`src/dma_map.svh`:
```
// register offsets, field positions, reset values for the descriptor dma channel
// Notes on behaviour
// descriptor is five words: head config, start page, start address, count, next pointer.
// head ownership flag checked first; rest loaded only once set, else wait.
// setting descriptor-ready makes the channel load the descriptor, then run it.
// software writes descriptor words consecutively with ownership flag set.
// after a transfer the channel clears the descriptor ownership flag.
// standalone next pointer must address a zero word, not be address zero.
// software writes head address to next-pointer register before ready.
// software sets the run bit last, after the ready step.
// after load and run bit, request bus; move data only while granted.
// transfer status registers refresh every clock while active; here pointer and count step once per completed word.
// at count zero write head back with count zero, ownership cleared.
// completion interrupt only if the descriptor completion enable is set.
// after completion fetch next head; zero word clears run bit and stops.
// descriptor load plus start costs five reads and one write.
// memory-to-memory channels offer no autobuffer mode.
// autobuffer reloads setup on completion, repeats until run bit cleared.
// autobuffer with interrupts enabled signals at half and at end.
// software writes autobuffer select, then setup, then config with run.
// completion and error interrupts recorded in config and interrupt status.
// interrupt status holds two sticky bits cleared by writing one.
// config register updated at transfer end before next descriptor load.
// completion clears head ownership in memory and sets completion status.
// config bit 0 run, bit 2 completion enable, bit 4 autobuffer, bit 15 owner.
// config bit 14 reads zero after success, one after an error.
// interrupt status bit 0 completion pending, bit 1 error pending.
// each moved word advances the pointer and decrements the count.
`ifndef DMA_MAP_SVH
`define DMA_MAP_SVH
`define REG_PTR 3'h0
`define REG_CFG 3'h1
`define REG_SRP 3'h2
`define REG_SRA 3'h3
`define REG_CNT 3'h4
`define REG_CP 3'h5
`define REG_CPR 3'h6
`define REG_IRQ 3'h7
`define CFG_RUN 0
`define CFG_DIR 1
`define CFG_CIE 2
`define CFG_AUTO 4
`define CFG_EIE 8
`define CFG_ERR 14
`define CFG_OWN 15
`define IRQ_COMP 0
`define IRQ_ERR 1
`define SRP_SPACE 8
`define DESC_LAST 3'h4
`define CFG_RST 16'h0000
`define WORD_RST 16'h0000
`endif

```
`src/dma_pkg.sv`:
```
// types shared by the dma channel modules
package dma_pkg;
	typedef enum logic [2:0] {
		ST_IDLE = 3'b000,
		ST_HEAD = 3'b001,
		ST_LOAD = 3'b010,
		ST_ARMED = 3'b011,
		ST_XFER = 3'b100,
		ST_BACK = 3'b101
	} chan_state_t;
	typedef struct packed {
		logic [2:0] addr;
		logic [15:0] wdata;
		logic wr;
		logic rd;
	} reg_req_t;
	typedef struct packed {
		logic we;
		logic space;
		logic [7:0] page;
		logic [15:0] addr;
		logic [15:0] wdata;
	} mem_req_t;
endpackage : dma_pkg

```
`src/dma_irq_status.sv`:
```
// sticky write-one-to-clear interrupt status of the channel
`timescale 1ns/1ps
`include "dma_map.svh"
module dma_irq_status (
	input wire logic mclk,
	input wire logic rst_b,
	input wire logic set_comp,
	input wire logic set_err,
	input wire logic clr_wr,
	input wire logic [1:0] clr_bits,
	output logic [1:0] pending_q,
	output logic irq_q
);
	logic [1:0] set_v;
	assign set_v = {set_err, set_comp};
	// a set in the clearing cycle survives
	always_ff @(posedge mclk or negedge rst_b) begin
		if (!rst_b) begin
			pending_q <= 2'h0;
		end else begin
			pending_q <= (pending_q & ~(clr_wr ? clr_bits : 2'h0)) | set_v;
		end
	end
	always_ff @(posedge mclk or negedge rst_b) begin
		if (!rst_b) begin
			irq_q <= 1'b0;
		end else begin
			irq_q <= |((pending_q & ~(clr_wr ? clr_bits : 2'h0)) | set_v);
		end
	end
endmodule : dma_irq_status

```
`src/dma_bus_master.sv`:
```
// one transaction at a time on the internal dma bus, request and grant
`timescale 1ns/1ps
`include "dma_map.svh"
module dma_bus_master (
	input wire logic mclk,
	input wire logic rst_b,
	input wire logic start,
	input dma_pkg::mem_req_t req,
	output logic done_q,
	output logic [15:0] rdata_q,
	output logic bus_req_q,
	input wire logic bus_gnt,
	output logic mem_stb_q,
	output dma_pkg::mem_req_t mem_q,
	input wire logic mem_ack,
	input wire logic [15:0] mem_rdata
);
	import dma_pkg::*;
	logic issued_q;
	always_ff @(posedge mclk or negedge rst_b) begin
		if (!rst_b) begin
			bus_req_q <= 1'b0;
			issued_q <= 1'b0;
			mem_stb_q <= 1'b0;
			mem_q <= '0;
		end else begin
			mem_stb_q <= 1'b0;
			if (start) begin
				bus_req_q <= 1'b1;
				mem_q <= req;
			end else if (bus_req_q && bus_gnt && !issued_q) begin
				mem_stb_q <= 1'b1;
				issued_q <= 1'b1;
			end else if (issued_q && mem_ack) begin
				issued_q <= 1'b0;
				bus_req_q <= 1'b0;
			end
		end
	end
	always_ff @(posedge mclk or negedge rst_b) begin
		if (!rst_b) begin
			done_q <= 1'b0;
			rdata_q <= `WORD_RST;
		end else begin
			done_q <= issued_q && mem_ack;
			if (issued_q && mem_ack) begin
				rdata_q <= mem_rdata;
			end
		end
	end
endmodule : dma_bus_master

```
`src/dma_channel.sv`:
```
// descriptor-chained dma channel with autobuffer mode
`timescale 1ns/1ps
`include "dma_map.svh"
module dma_channel #(
	parameter bit MEM2MEM = 1'b0
) (
	input wire logic mclk,
	input wire logic rst_b,
	input dma_pkg::reg_req_t reg_req,
	output logic [15:0] reg_rdata_q,
	output logic bus_req_q,
	input wire logic bus_gnt,
	output logic mem_stb_q,
	output dma_pkg::mem_req_t mem_q,
	input wire logic mem_ack,
	input wire logic [15:0] mem_rdata,
	input wire logic rx_valid,
	input wire logic [15:0] rx_data,
	output logic rx_take_q,
	output logic tx_valid_q,
	output logic [15:0] tx_data_q,
	input wire logic port_error,
	output logic irq_q
);
	import dma_pkg::*;

	chan_state_t state_q;
	logic [15:0] cfg_q;
	logic [8:0] srp_q;
	logic [15:0] sra_q;
	logic [15:0] cnt_q;
	logic [15:0] cp_q;
	logic [15:0] head_q;
	logic [15:0] ptr_q;
	logic [15:0] left_q;
	logic [2:0] idx_q;
	logic ready_q;
	logic err_q;
	logic busy_q;
	logic go;
	mem_req_t go_req;
	logic done;
	logic [15:0] rdata;
	logic [1:0] pending;
	logic set_comp;
	logic set_err;
	logic wr_cfg;
	logic auto_on;
	logic last_word;
	logic half_word;
	logic [15:0] back_word;

	function automatic mem_req_t mk_req(input logic we, input logic space,
		input logic [7:0] page, input logic [15:0] addr, input logic [15:0] wdata);
		mem_req_t r;
		r.we = we;
		r.space = space;
		r.page = page;
		r.addr = addr;
		r.wdata = wdata;
		return r;
	endfunction : mk_req

	assign wr_cfg = reg_req.wr && reg_req.addr == `REG_CFG;
	assign auto_on = cfg_q[`CFG_AUTO] && !MEM2MEM;
	assign last_word = left_q == 16'h0001;
	// half point falls when the words still left equal half the count
	assign half_word = auto_on && cnt_q > 16'h0001 && (left_q - 16'h0001) == (cnt_q >> 1);
	// written head: count drained, ownership handed back, error status in place
	assign back_word = {1'b0, err_q, cfg_q[13:0]};

	// descriptors live on page 0 of data memory
	always_comb begin
		go = 1'b0;
		go_req = mk_req(1'b0, 1'b0, 8'h00, cp_q, `WORD_RST);
		case (state_q)
			ST_HEAD: begin
				go = !busy_q;
			end
			ST_LOAD: begin
				go = !busy_q;
				go_req = mk_req(1'b0, 1'b0, 8'h00, head_q + {13'h0, idx_q}, `WORD_RST);
			end
			ST_XFER: begin
				// a memory write waits for the port to offer a word
				go = !busy_q && cfg_q[`CFG_RUN] && (!cfg_q[`CFG_DIR] || rx_valid);
				go_req = mk_req(cfg_q[`CFG_DIR], srp_q[`SRP_SPACE], srp_q[7:0], ptr_q, rx_data);
			end
			ST_BACK: begin
				go = !busy_q;
				go_req = mk_req(1'b1, 1'b0, 8'h00, head_q, back_word);
			end
			default: begin
				go = 1'b0;
			end
		endcase
	end

	dma_bus_master u_bus (
		.mclk(mclk),
		.rst_b(rst_b),
		.start(go),
		.req(go_req),
		.done_q(done),
		.rdata_q(rdata),
		.bus_req_q(bus_req_q),
		.bus_gnt(bus_gnt),
		.mem_stb_q(mem_stb_q),
		.mem_q(mem_q),
		.mem_ack(mem_ack),
		.mem_rdata(mem_rdata)
	);

	always_ff @(posedge mclk or negedge rst_b) begin
		if (!rst_b) begin
			busy_q <= 1'b0;
		end else if (go) begin
			busy_q <= 1'b1;
		end else if (done) begin
			busy_q <= 1'b0;
		end
	end

	// descriptor ready: the take in idle loses to a fresh write
	always_ff @(posedge mclk or negedge rst_b) begin
		if (!rst_b) begin
			ready_q <= 1'b0;
		end else if (reg_req.wr && reg_req.addr == `REG_CPR && reg_req.wdata[0]) begin
			ready_q <= 1'b1;
		end else if (state_q == ST_IDLE) begin
			ready_q <= 1'b0;
		end
	end

	always_ff @(posedge mclk or negedge rst_b) begin
		if (!rst_b) begin
			state_q <= ST_IDLE;
			idx_q <= 3'h0;
		end else begin
			case (state_q)
				ST_IDLE: begin
					if (ready_q) begin
						state_q <= ST_HEAD;
					end else if (auto_on && cfg_q[`CFG_RUN]) begin
						state_q <= ST_XFER;
					end
				end
				ST_HEAD: begin
					if (done && rdata == `WORD_RST) begin
						state_q <= ST_IDLE;
					end else if (done && rdata[`CFG_OWN]) begin
						state_q <= ST_LOAD;
						idx_q <= 3'h1;
					end
				end
				ST_LOAD: begin
					if (done) begin
						idx_q <= idx_q + 3'h1;
						if (idx_q == `DESC_LAST) begin
							state_q <= ST_ARMED;
						end
					end
				end
				ST_ARMED: begin
					if (cfg_q[`CFG_RUN]) begin
						state_q <= (cnt_q == `WORD_RST) ? ST_BACK : ST_XFER;
					end
				end
				ST_XFER: begin
					if (!busy_q && !cfg_q[`CFG_RUN]) begin
						state_q <= ST_IDLE;
					end else if (done && last_word && !auto_on) begin
						state_q <= ST_BACK;
					end
				end
				ST_BACK: begin
					if (done) begin
						state_q <= ST_HEAD;
					end
				end
				default: begin
					state_q <= ST_IDLE;
				end
			endcase
		end
	end

	// software writes first, hardware updates after so they take effect
	always_ff @(posedge mclk or negedge rst_b) begin
		if (!rst_b) begin
			cfg_q <= `CFG_RST;
		end else begin
			if (wr_cfg) begin
				cfg_q[`CFG_RUN] <= reg_req.wdata[`CFG_RUN];
				if (!MEM2MEM) begin
					cfg_q[`CFG_AUTO] <= reg_req.wdata[`CFG_AUTO];
				end
				// mode bits are writable only in autobuffer mode
				if ((reg_req.wdata[`CFG_AUTO] || cfg_q[`CFG_AUTO]) && !MEM2MEM) begin
					cfg_q[`CFG_DIR] <= reg_req.wdata[`CFG_DIR];
					cfg_q[`CFG_CIE] <= reg_req.wdata[`CFG_CIE];
					cfg_q[`CFG_EIE] <= reg_req.wdata[`CFG_EIE];
				end
			end
			if (state_q == ST_HEAD && done) begin
				if (rdata == `WORD_RST) begin
					cfg_q[`CFG_RUN] <= 1'b0;
				end else if (rdata[`CFG_OWN]) begin
					cfg_q <= {rdata[15:5], rdata[4] && !MEM2MEM, rdata[3:1],
						cfg_q[`CFG_RUN] || (wr_cfg && reg_req.wdata[`CFG_RUN])};
				end
			end
			if (state_q == ST_BACK && done) begin
				cfg_q[`CFG_OWN] <= 1'b0;
				cfg_q[`CFG_ERR] <= err_q;
			end
			if (state_q == ST_XFER && done && last_word && auto_on) begin
				cfg_q[`CFG_ERR] <= err_q;
			end
		end
	end

	// setup registers: loaded from the descriptor, or by software in autobuffer idle; next pointer by software any time
	always_ff @(posedge mclk or negedge rst_b) begin
		if (!rst_b) begin
			srp_q <= 9'h000;
			sra_q <= `WORD_RST;
			cnt_q <= `WORD_RST;
			cp_q <= `WORD_RST;
		end else begin
			if (reg_req.wr && reg_req.addr == `REG_CP) begin
				cp_q <= reg_req.wdata;
			end
			if (reg_req.wr && auto_on && state_q == ST_IDLE) begin
				case (reg_req.addr)
					`REG_SRP: srp_q <= reg_req.wdata[8:0];
					`REG_SRA: sra_q <= reg_req.wdata;
					`REG_CNT: cnt_q <= reg_req.wdata;
					default: begin
					end
				endcase
			end
			if (state_q == ST_LOAD && done) begin
				case (idx_q)
					3'h1: srp_q <= rdata[8:0];
					3'h2: sra_q <= rdata;
					3'h3: cnt_q <= rdata;
					3'h4: cp_q <= rdata;
					default: begin
					end
				endcase
			end
		end
	end

	// live transfer status, stepped once per completed word while moving
	always_ff @(posedge mclk or negedge rst_b) begin
		if (!rst_b) begin
			head_q <= `WORD_RST;
			ptr_q <= `WORD_RST;
			left_q <= `WORD_RST;
		end else begin
			if (state_q == ST_HEAD && done) begin
				head_q <= cp_q;
			end
			if ((state_q == ST_ARMED && cfg_q[`CFG_RUN]) ||
				(state_q == ST_IDLE && !ready_q && auto_on && cfg_q[`CFG_RUN])) begin
				ptr_q <= sra_q;
				left_q <= cnt_q;
			end else if (state_q == ST_XFER && done) begin
				if (last_word && auto_on) begin
					ptr_q <= sra_q;
					left_q <= cnt_q;
				end else begin
					ptr_q <= ptr_q + 16'h0001;
					left_q <= left_q - 16'h0001;
				end
			end
		end
	end

	// error seen in the running transfer; cleared as the next one starts
	always_ff @(posedge mclk or negedge rst_b) begin
		if (!rst_b) begin
			err_q <= 1'b0;
		end else if (state_q == ST_ARMED || (state_q == ST_IDLE && !ready_q)) begin
			err_q <= 1'b0;
		end else if (state_q == ST_XFER && port_error) begin
			err_q <= 1'b1;
		end else if (state_q == ST_XFER && done && last_word && auto_on) begin
			err_q <= 1'b0;
		end
	end

	// port side: one word per memory transaction, taken as a write is requested, offered as a read completes
	always_ff @(posedge mclk or negedge rst_b) begin
		if (!rst_b) begin
			rx_take_q <= 1'b0;
			tx_valid_q <= 1'b0;
			tx_data_q <= `WORD_RST;
		end else begin
			rx_take_q <= state_q == ST_XFER && go && cfg_q[`CFG_DIR];
			tx_valid_q <= state_q == ST_XFER && done && !cfg_q[`CFG_DIR];
			if (state_q == ST_XFER && done && !cfg_q[`CFG_DIR]) begin
				tx_data_q <= rdata;
			end
		end
	end

	assign set_comp = cfg_q[`CFG_CIE] && ((state_q == ST_BACK && done) ||
		(state_q == ST_XFER && done && auto_on && (last_word || half_word)));
	assign set_err = state_q == ST_XFER && port_error && cfg_q[`CFG_EIE];

	dma_irq_status u_irq (
		.mclk(mclk),
		.rst_b(rst_b),
		.set_comp(set_comp),
		.set_err(set_err),
		.clr_wr(reg_req.wr && reg_req.addr == `REG_IRQ),
		.clr_bits(reg_req.wdata[1:0]),
		.pending_q(pending),
		.irq_q(irq_q)
	);

	// read data stand one cycle after the strobe and only then
	always_ff @(posedge mclk or negedge rst_b) begin
		if (!rst_b) begin
			reg_rdata_q <= `WORD_RST;
		end else if (!reg_req.rd) begin
			reg_rdata_q <= `WORD_RST;
		end else begin
			case (reg_req.addr)
				`REG_PTR: reg_rdata_q <= ptr_q;
				`REG_CFG: reg_rdata_q <= cfg_q;
				`REG_SRP: reg_rdata_q <= {7'h00, srp_q};
				`REG_SRA: reg_rdata_q <= sra_q;
				`REG_CNT: reg_rdata_q <= (state_q == ST_XFER) ? left_q : cnt_q;
				`REG_CP: reg_rdata_q <= cp_q;
				`REG_CPR: reg_rdata_q <= {15'h0000, ready_q};
				`REG_IRQ: reg_rdata_q <= {14'h0000, pending};
				default: reg_rdata_q <= `WORD_RST;
			endcase
		end
	end
endmodule : dma_channel

```
`config.mk`:
```
export PLATFORM = sky130hd
export DESIGN_NAME = dma_channel
export DESIGN_NICKNAME = d
export VERILOG_FILES = /design/src/dma_pkg.sv /design/src/dma_irq_status.sv /design/src/dma_bus_master.sv /design/src/dma_channel.sv
export VERILOG_INCLUDE_DIRS = /design/src /design/src/src
export SDC_FILE = /design/constraint.sdc
export NUM_CORES = 1
export LEC_CHECK = 0
export ABC_CLOCK_PERIOD_IN_PS = 6500
export BUFFER_PORTS_ARGS = -buffer_cell sky130_fd_sc_hd__buf_2
export CORE_MARGIN = 2
export CORE_UTILIZATION = 30
export CTS_CLUSTER_DIAMETER = 200
export DETAILED_ROUTE_END_ITERATION = 7
export HOLD_SLACK_MARGIN = 0.02
export PLACE_DENSITY_LB_ADDON = 0.25
export SLEW_MARGIN = 20
export SYNTH_ARGS = -nofsm -noshare
export SYNTH_HDL_FRONTEND = slang
export SYNTH_SLANG_ARGS = --single-unit
```
`constraint.sdc`:
```
create_clock -name mclk -period 6.5 [get_ports mclk]
set_input_delay 0.325 -clock mclk [delete_from_list [all_inputs] [get_ports mclk]]
set_output_delay 0.325 -clock mclk [all_outputs]
set_load 0.01 [all_outputs]
```
# After elaboration in Yosys (flattened, before gate mapping)
# Cells that the tools add are included.
[totals]
register_bits = 229
latch_bits = 0
mem_bits_rw = 0
mem_bits_ro = 0
input_bits = 59
out_inout_bits = 79
elab_cells = 216
memories = 0
[classes]
n_addsub = 4
n_mul = 0
n_div = 0
magnitude_cmp = 1
n_eq_ne = 30
shifts = 0
n_mux = 67
bitwise = 5
n_reduce_logical = 77
[op_table]
columns = ["operator", "count"]
rows = [
  ["$mux W16", 21],
  ["$pmux W16 S8", 1],
  ["$pmux W42 S3", 1],
  ["$mux W3", 14],
  ["$logic_and A1 B1 Y1", 40],
  ["$mux W9", 4],
  ["$logic_not A16 Y1", 2],
  ["$eq A3 B3 Y1 const B", 7],
  ["$mux W1", 19],
  ["$eq A3 B2 Y1 const B", 6],
  ["$pmux W3 S6", 1],
  ["$add A16 B1 Y16 const B", 1],
  ["$add A16 B3 Y16", 1],
  ["$eq A16 B1 Y1 const B", 1],
  ["$eq A16 B15 Y1", 1],
  ["$gt A16 B1 Y1 const B", 1],
  ["$reduce_bool A2 Y1", 8],
  ["$sub A16 B1 Y16 const B", 1],
  ["$mux W15", 1],
  ["$ne A2 B2 Y1 const B", 5],
  ["$eq A3 B1 Y1 const B", 3],
  ["$ne A3 B3 Y1 const B", 3],
  ["$reduce_and A3 Y1", 3],
  ["$reduce_bool A3 Y1", 3],
  ["other kinds (18)", 36],
]

# Logic depth before layout (Yosys ltp)
[depth]
depth_word = 9
mapped_depth = 10
mapped_depth_nobuf = 8

# Hierarchy
# A second synthesis with hierarchy kept.
[hier_totals]
cells_unflattened = 1277
area_unflattened_um2 = 12562.0
[modules_own_cells]
columns = ["mod", "n_inst", "cells_each", "area_per_inst_um2", "seq_area_each_um2"]
rows = [
  ["dma_channel", 1, 1137, 10126.0, 4103.9],
  ["dma_bus_master", 1, 132, 2324.7, 1551.5],
  ["dma_irq_status", 1, 8, 111.4, 75.1],
]

# Worst setup path before layout
# Ideal clock, no wire load.
[synth_timing]
path_type = "register -> register"
from = "register left_q[0]"
to = "register u_irq.irq_q"
setup_ns = 0.070
arrival_time_ns = 2.503
required_ns = 6.430
setup_slack_ns = 3.928
path_stages_with_launch = 9
path_buffers = 2
period_less_slack_ns = 2.572
path_cell_list = "dfrtp_1 buf_6 or4_1 buf_2 or3_1 a2111o_1 a2111oi_2 o2111ai_1 nand3_1"
[synth_between]
elab_chain_cells = 9
elab_cells_between_ends = 10
cone_classes = "add/sub: 1; eq/ne: 2; bitwise: 1; reduce/logical: 6"
[synth_rtl]
columns = ["element", "line_no", "source"]
rows = [
  ["start: declaration", "dma_channel.sv:35", "logic [15:0] left_q;"],
  ["start signal: assignment", "dma_channel.sv:261", "left_q <= `WORD_RST;"],
  ["start signal: assignment", "dma_channel.sv:269", "left_q <= cnt_q;"],
  ["start signal: assignment", "dma_channel.sv:273", "left_q <= cnt_q;"],
  ["$sub A16 B1 Y16", "dma_channel.sv:68", "assign half_word = auto_on && cnt_q > 16'h0001 && (left_q - 16'h0001) == (cnt_q >> 1);"],
  ["$eq A16 B15 Y1", "dma_channel.sv:68", ""],
  ["$logic_and A1 B1 Y1", "dma_channel.sv:68", ""],
  ["$logic_or A1 B1 Y1 (*)", "dma_channel.sv:311", "(state_q == ST_XFER && done && auto_on && (last_word || half_word)));"],
  ["$logic_and A1 B1 Y1 (*)", "dma_channel.sv:311", ""],
  ["$logic_or A1 B1 Y1 (*)", "dma_channel.sv:310", "assign set_comp = cfg_q[`CFG_CIE] && ((state_q == ST_BACK && done) ||"],
  ["$logic_and A1 B1 Y1 (*)", "dma_channel.sv:310", ""],
  ["$or A2 B2 Y2 (*)", "dma_irq_status.sv:28", "irq_q <= |((pending_q & ~(clr_wr ? clr_bits : 2'h0)) | set_v);"],
  ["$reduce_or A2 Y1 (*)", "dma_irq_status.sv:28", ""],
  ["end signal: assignment", "dma_irq_status.sv:28", ""],
  ["end: declaration", "dma_irq_status.sv:12", "output logic irq_q"],
]
# Every way passes the cells marked *; elsewhere a longest branch is shown, timed or not.
# A chain may end at the register's enable or synchronous reset.

# Worst setup path in the final report
[layout_timing]
from = "register state_q[1]"
to = "register srp_q[1]"
[layout_between]
elab_chain_cells = 5
elab_cells_between_ends = 7
cone_classes = "eq/ne: 1; mux: 3; reduce/logical: 3"
[layout_rtl]
columns = ["element", "line_no", "source"]
rows = [
  ["start: declaration", "dma_channel.sv:27", "chan_state_t state_q;"],
  ["start signal: assignment", "dma_channel.sv:166", "state_q <= (cnt_q == `WORD_RST) ? ST_BACK : ST_XFER;"],
  ["$logic_not A3 Y1", "dma_channel.sv:234", "if (reg_req.wr && auto_on && state_q == ST_IDLE) begin"],
  ["$logic_and A1 B1 Y1", "dma_channel.sv:234", ""],
  ["$mux W9", "dma_channel.sv:234", ""],
  ["$mux W9", "dma_channel.sv:244", "case (idx_q)"],
  ["$mux W9 (*)", "dma_channel.sv:243", "if (state_q == ST_LOAD && done) begin"],
  ["end signal: assignment", "dma_channel.sv:236", "`REG_SRP: srp_q <= reg_req.wdata[8:0];"],
  ["end signal: assignment", "dma_channel.sv:245", "3'h1: srp_q <= rdata[8:0];"],
  ["end: declaration", "dma_channel.sv:29", "logic [8:0] srp_q;"],
]
# Marked as above.

==> flow_summary.toml <==
[drt]
drt_iter0_drc = 1090
firstDrtPassIters = 5
ant_nets = 0
vias = 11100
wl_per_cell_um = 22.3
vias_per_cell = 5.55
drt-total-wl_mm = 44.7
drc = 0

[timing]
fin_tns_setup_ps = 0
post-route-period-util_pct = 52.8
rsz0062_at_grt = "no"
hold_viol = 0
layout_setup_ws_ps = 3070
relSlewSlack_pct = 24.0
layout_min_cycle_time_ps = 3430
drv_slew = 0
worst_pin_slew_ps = 1140
max_freq_ghz = 0.291
fin_worst_skew_ps = 16.8
setup_violations = 0

[finish]
n_fill_cell = 4217
multiInputGateArea_mm2 = 0.00623
final_util_pct = 36.0
drive_above_1_share_pct = 19.2
seqCellArea_mm2 = 0.00573
nNetsFinal = 1530
final_cells = 2007
synthToLayoutAreaGrowth_pct = 18.6

[floorplan]
die_area_mm2 = 0.0431
core.rowCount = 74
dieWidth_um = 208
io_pins = 138
start_util_pct = 30.4
coreArea_mm2 = 0.0409
die_h_um = 208

[clocking]
numCtsBuffers = 27
cts.sinks = 229
clk_pin_slew_worst_paths_ps = 60
cts_setup_buffers = 0
clk-insertion-delay-late_ps = 570
cts.path.max_buffers = 3
root_buffer = "clkbuf_16"
cts_tree = "done"
cts.htree.levels = 1

[place]
dp_cells = 1929
gp_congestion = 0.926
place_hpwl_mm = 31.5
pre_cts_ws_ps = 3090
io_buffers = 137

[power]
p_switching_uw = 3030
p_int_uw = 3960
p_seq_share_pct = 43.8
power_density_mw_per_mm2 = 474
power_uw = 6990
pwr-share-clk_pct = 22.0
power_frac_comb_pct = 34.2
peakVddDrop_v = 0.000265
p_leak_uw = 0.00638
swShare_pct = 43.4

[critical_path]
r2r-start = "state_q[1]"
worstPathRequired_ps = 6910
path_max_fanout = 30
r2r_cells = 6
startpoint_type = "flop"
ff2ff_setup_slack_ps = 3070
worstPathArrival_ps = 3840
r2r-end = "srp_q[1]"
worstSetupPathType = "flop to flop"
end_kind = "flop"

[yosys]
synth_edf_count = 0
ys_seq_elements = 229
yosysTopAreaCell = "dfrtp_1"
syn_area_mm2 = 0.0124
synth_top_area_share_pct = 46.1
synthCells = 1348
synth_warnings = 0
ys_types = 71
synth_nets = 1420
synth_flop_cell = "dfrtp_1"
synth_area_per_cell_um2 = 9.23
seq_area_frac_synth_pct = 46.1
synth.area.top_cells = "dfrtp_1 46%, mux2i_1 6.4%, o21ai_0 6.3%"
async_reset_ff_share_pct = 100

[global_routing]
grt_pass1_vias = 10700
grt_pass1_wl_mm = 68.6
antenna_found_initial = 4
grt_max_degree = 176
grtUsageTotal_pct = 20.4
grt_overflow = 0

[min_path]
min_path_type = "input port to flop"
whs_path_depth = 3
holdPathEnd = "u_bus.mem_q[12]"
hold_start = "rx_data[12]"

[run]
maxCapViolations = 0

[status]
status = "complete, no violations"
cell usage after synthesis (10+ instances only):
cell      number
a22oi_1       10
mux2_2        60
a21o_1        10
xor2_1        17
clkbuf_1      87
nand2_1      183
a21oi_1       87
o22ai_1       22
and3_1        15
nor4_1        15
nor2_1        93
xnor2_1       14
a221oi_1      17
o221a_2       11
mux2i_1       80
nor3_1        17
a31oi_1       10
dfrtp_1      229
inv_1         31
ha_1          12
nand4_1       15
o21ai_0      157
nand3_1       35
cell usage in the layout, fill, tap and decap left out, types with 11 or more instances in the layout:
cell type      count
dfrtp_1          229
buf_2            136
dlygate4sd3_1     32
nand2_1          183
buf_4             12
nor4_1            15
mux2_2            60
xor2_1            17
mux2i_1           80
o221a_2           11
xnor2_1           14
a221oi_1          17
o21ai_0          157
inv_1             31
nand3_1           35
nor3_1            17
clkbuf_16         27
and3_1            14
ha_1              12
a21oi_1           86
o22ai_1           22
nand4_1           15
nor2_1            93
how the worst max path moves through the flow:
stage,from,endpoint,slack (ps)
after global routing,state_q[1],srp_q[1],2710
after CTS,state_q[1],srp_q[1],3080
after global placement,state_q[1],srp_q[0],3160
final,state_q[1],srp_q[1],3070
after detailed placement,state_q[1],srp_q[1],3090
after floorplan,left_q[0],u_irq.irq_q,3930
critical path, cell delays in order (launching register included):
cell and delay [ps]:
dfrtp_1 910, nand2b_1 300, nor2_1 540, buf_4 290, nand2_1 170, nor3b_2 820, o21ai_0 230
flip-flops by register name (all words and copies together), names as in the netlist, 2 cells and up:
name / count
cfg_q: 16
cnt_q: 16
cp_q: 16
head_q: 16
idx_q: 3
left_q: 16
ptr_q: 16
reg_rdata_q: 16
sra_q: 16
srp_q: 9
state_q: 3
tx_data_q: 16
u_bus.mem_q: 42
u_bus.rdata_q: 16
u_irq.pending_q: 2
through the flow:
stage | hold WS [ps] | cell area (um2)
floorplan | 29.4 | 12400
global placement | 284 | 13600
detailed placement | 285 | 13600
CTS | 22.2 | 14700
global route | 36.4 | 14800
finish | 30.8 | 14800
timing repair:
action | CTS | global route
hold buffers | 32 | 0
endpoints found under the hold margin | 85 | 0
gates resized for setup | 0 | 0
power groups by stage:
stage | sequential [uW] | clock, uW | combinational (uW)
after floorplan | 2560 | 0 | 1700
after global placement | 3040 | 0 | 2330
after detailed placement | 3040 | 0 | 2360
after CTS | 3020 | 1570 | 2380
after global routing | 3120 | 1630 | 2670
final | 3060 | 1540 | 2390
area by class of cell:
| type | count | share of cell area (%) |
|---|---|---|
| inverters | 32 | 0.814 |
| multi-input cells | 986 | 42.3 |
| well taps | 532 | 4.51 |
| repair buffers | 182 | 7.63 |
| clock inverters | 10 | 0.992 |
| flip-flops and latches | 229 | 38.8 |
| diodes | 1 | 0.0170 |
| clock buffers | 35 | 4.92 |
logic make-up (layout without fill, tap and decap cells):
logic type / after synthesis / count (layout) / share of synthesized area [%]
AOI/OAI and AO/OA: 379 / 379 / 18.7
xor gates and xnor gates: 31 / 31 / 2.18
adders and majority gates: 13 / 13 / 1.37
buffers and inverters: 133 / 259 / 4.14
DFF: 229 / 229 / 46.1
muxes: 140 / 140 / 11.9
other: 0 / 1 / 0
and+or+nand+nor: 423 / 423 / 15.7
layer usage:
layer  up-vias  global-route usage [%]  part of all wire, %
li1       5095                       -                    -
met1      5473                    27.9                   43
met2       485                    31.4                   45
met3        76                    6.10                  9.4
met4         4                    5.55                  2.6
met5         -                       0                0.060
Power figures use the tool's default switching activity.
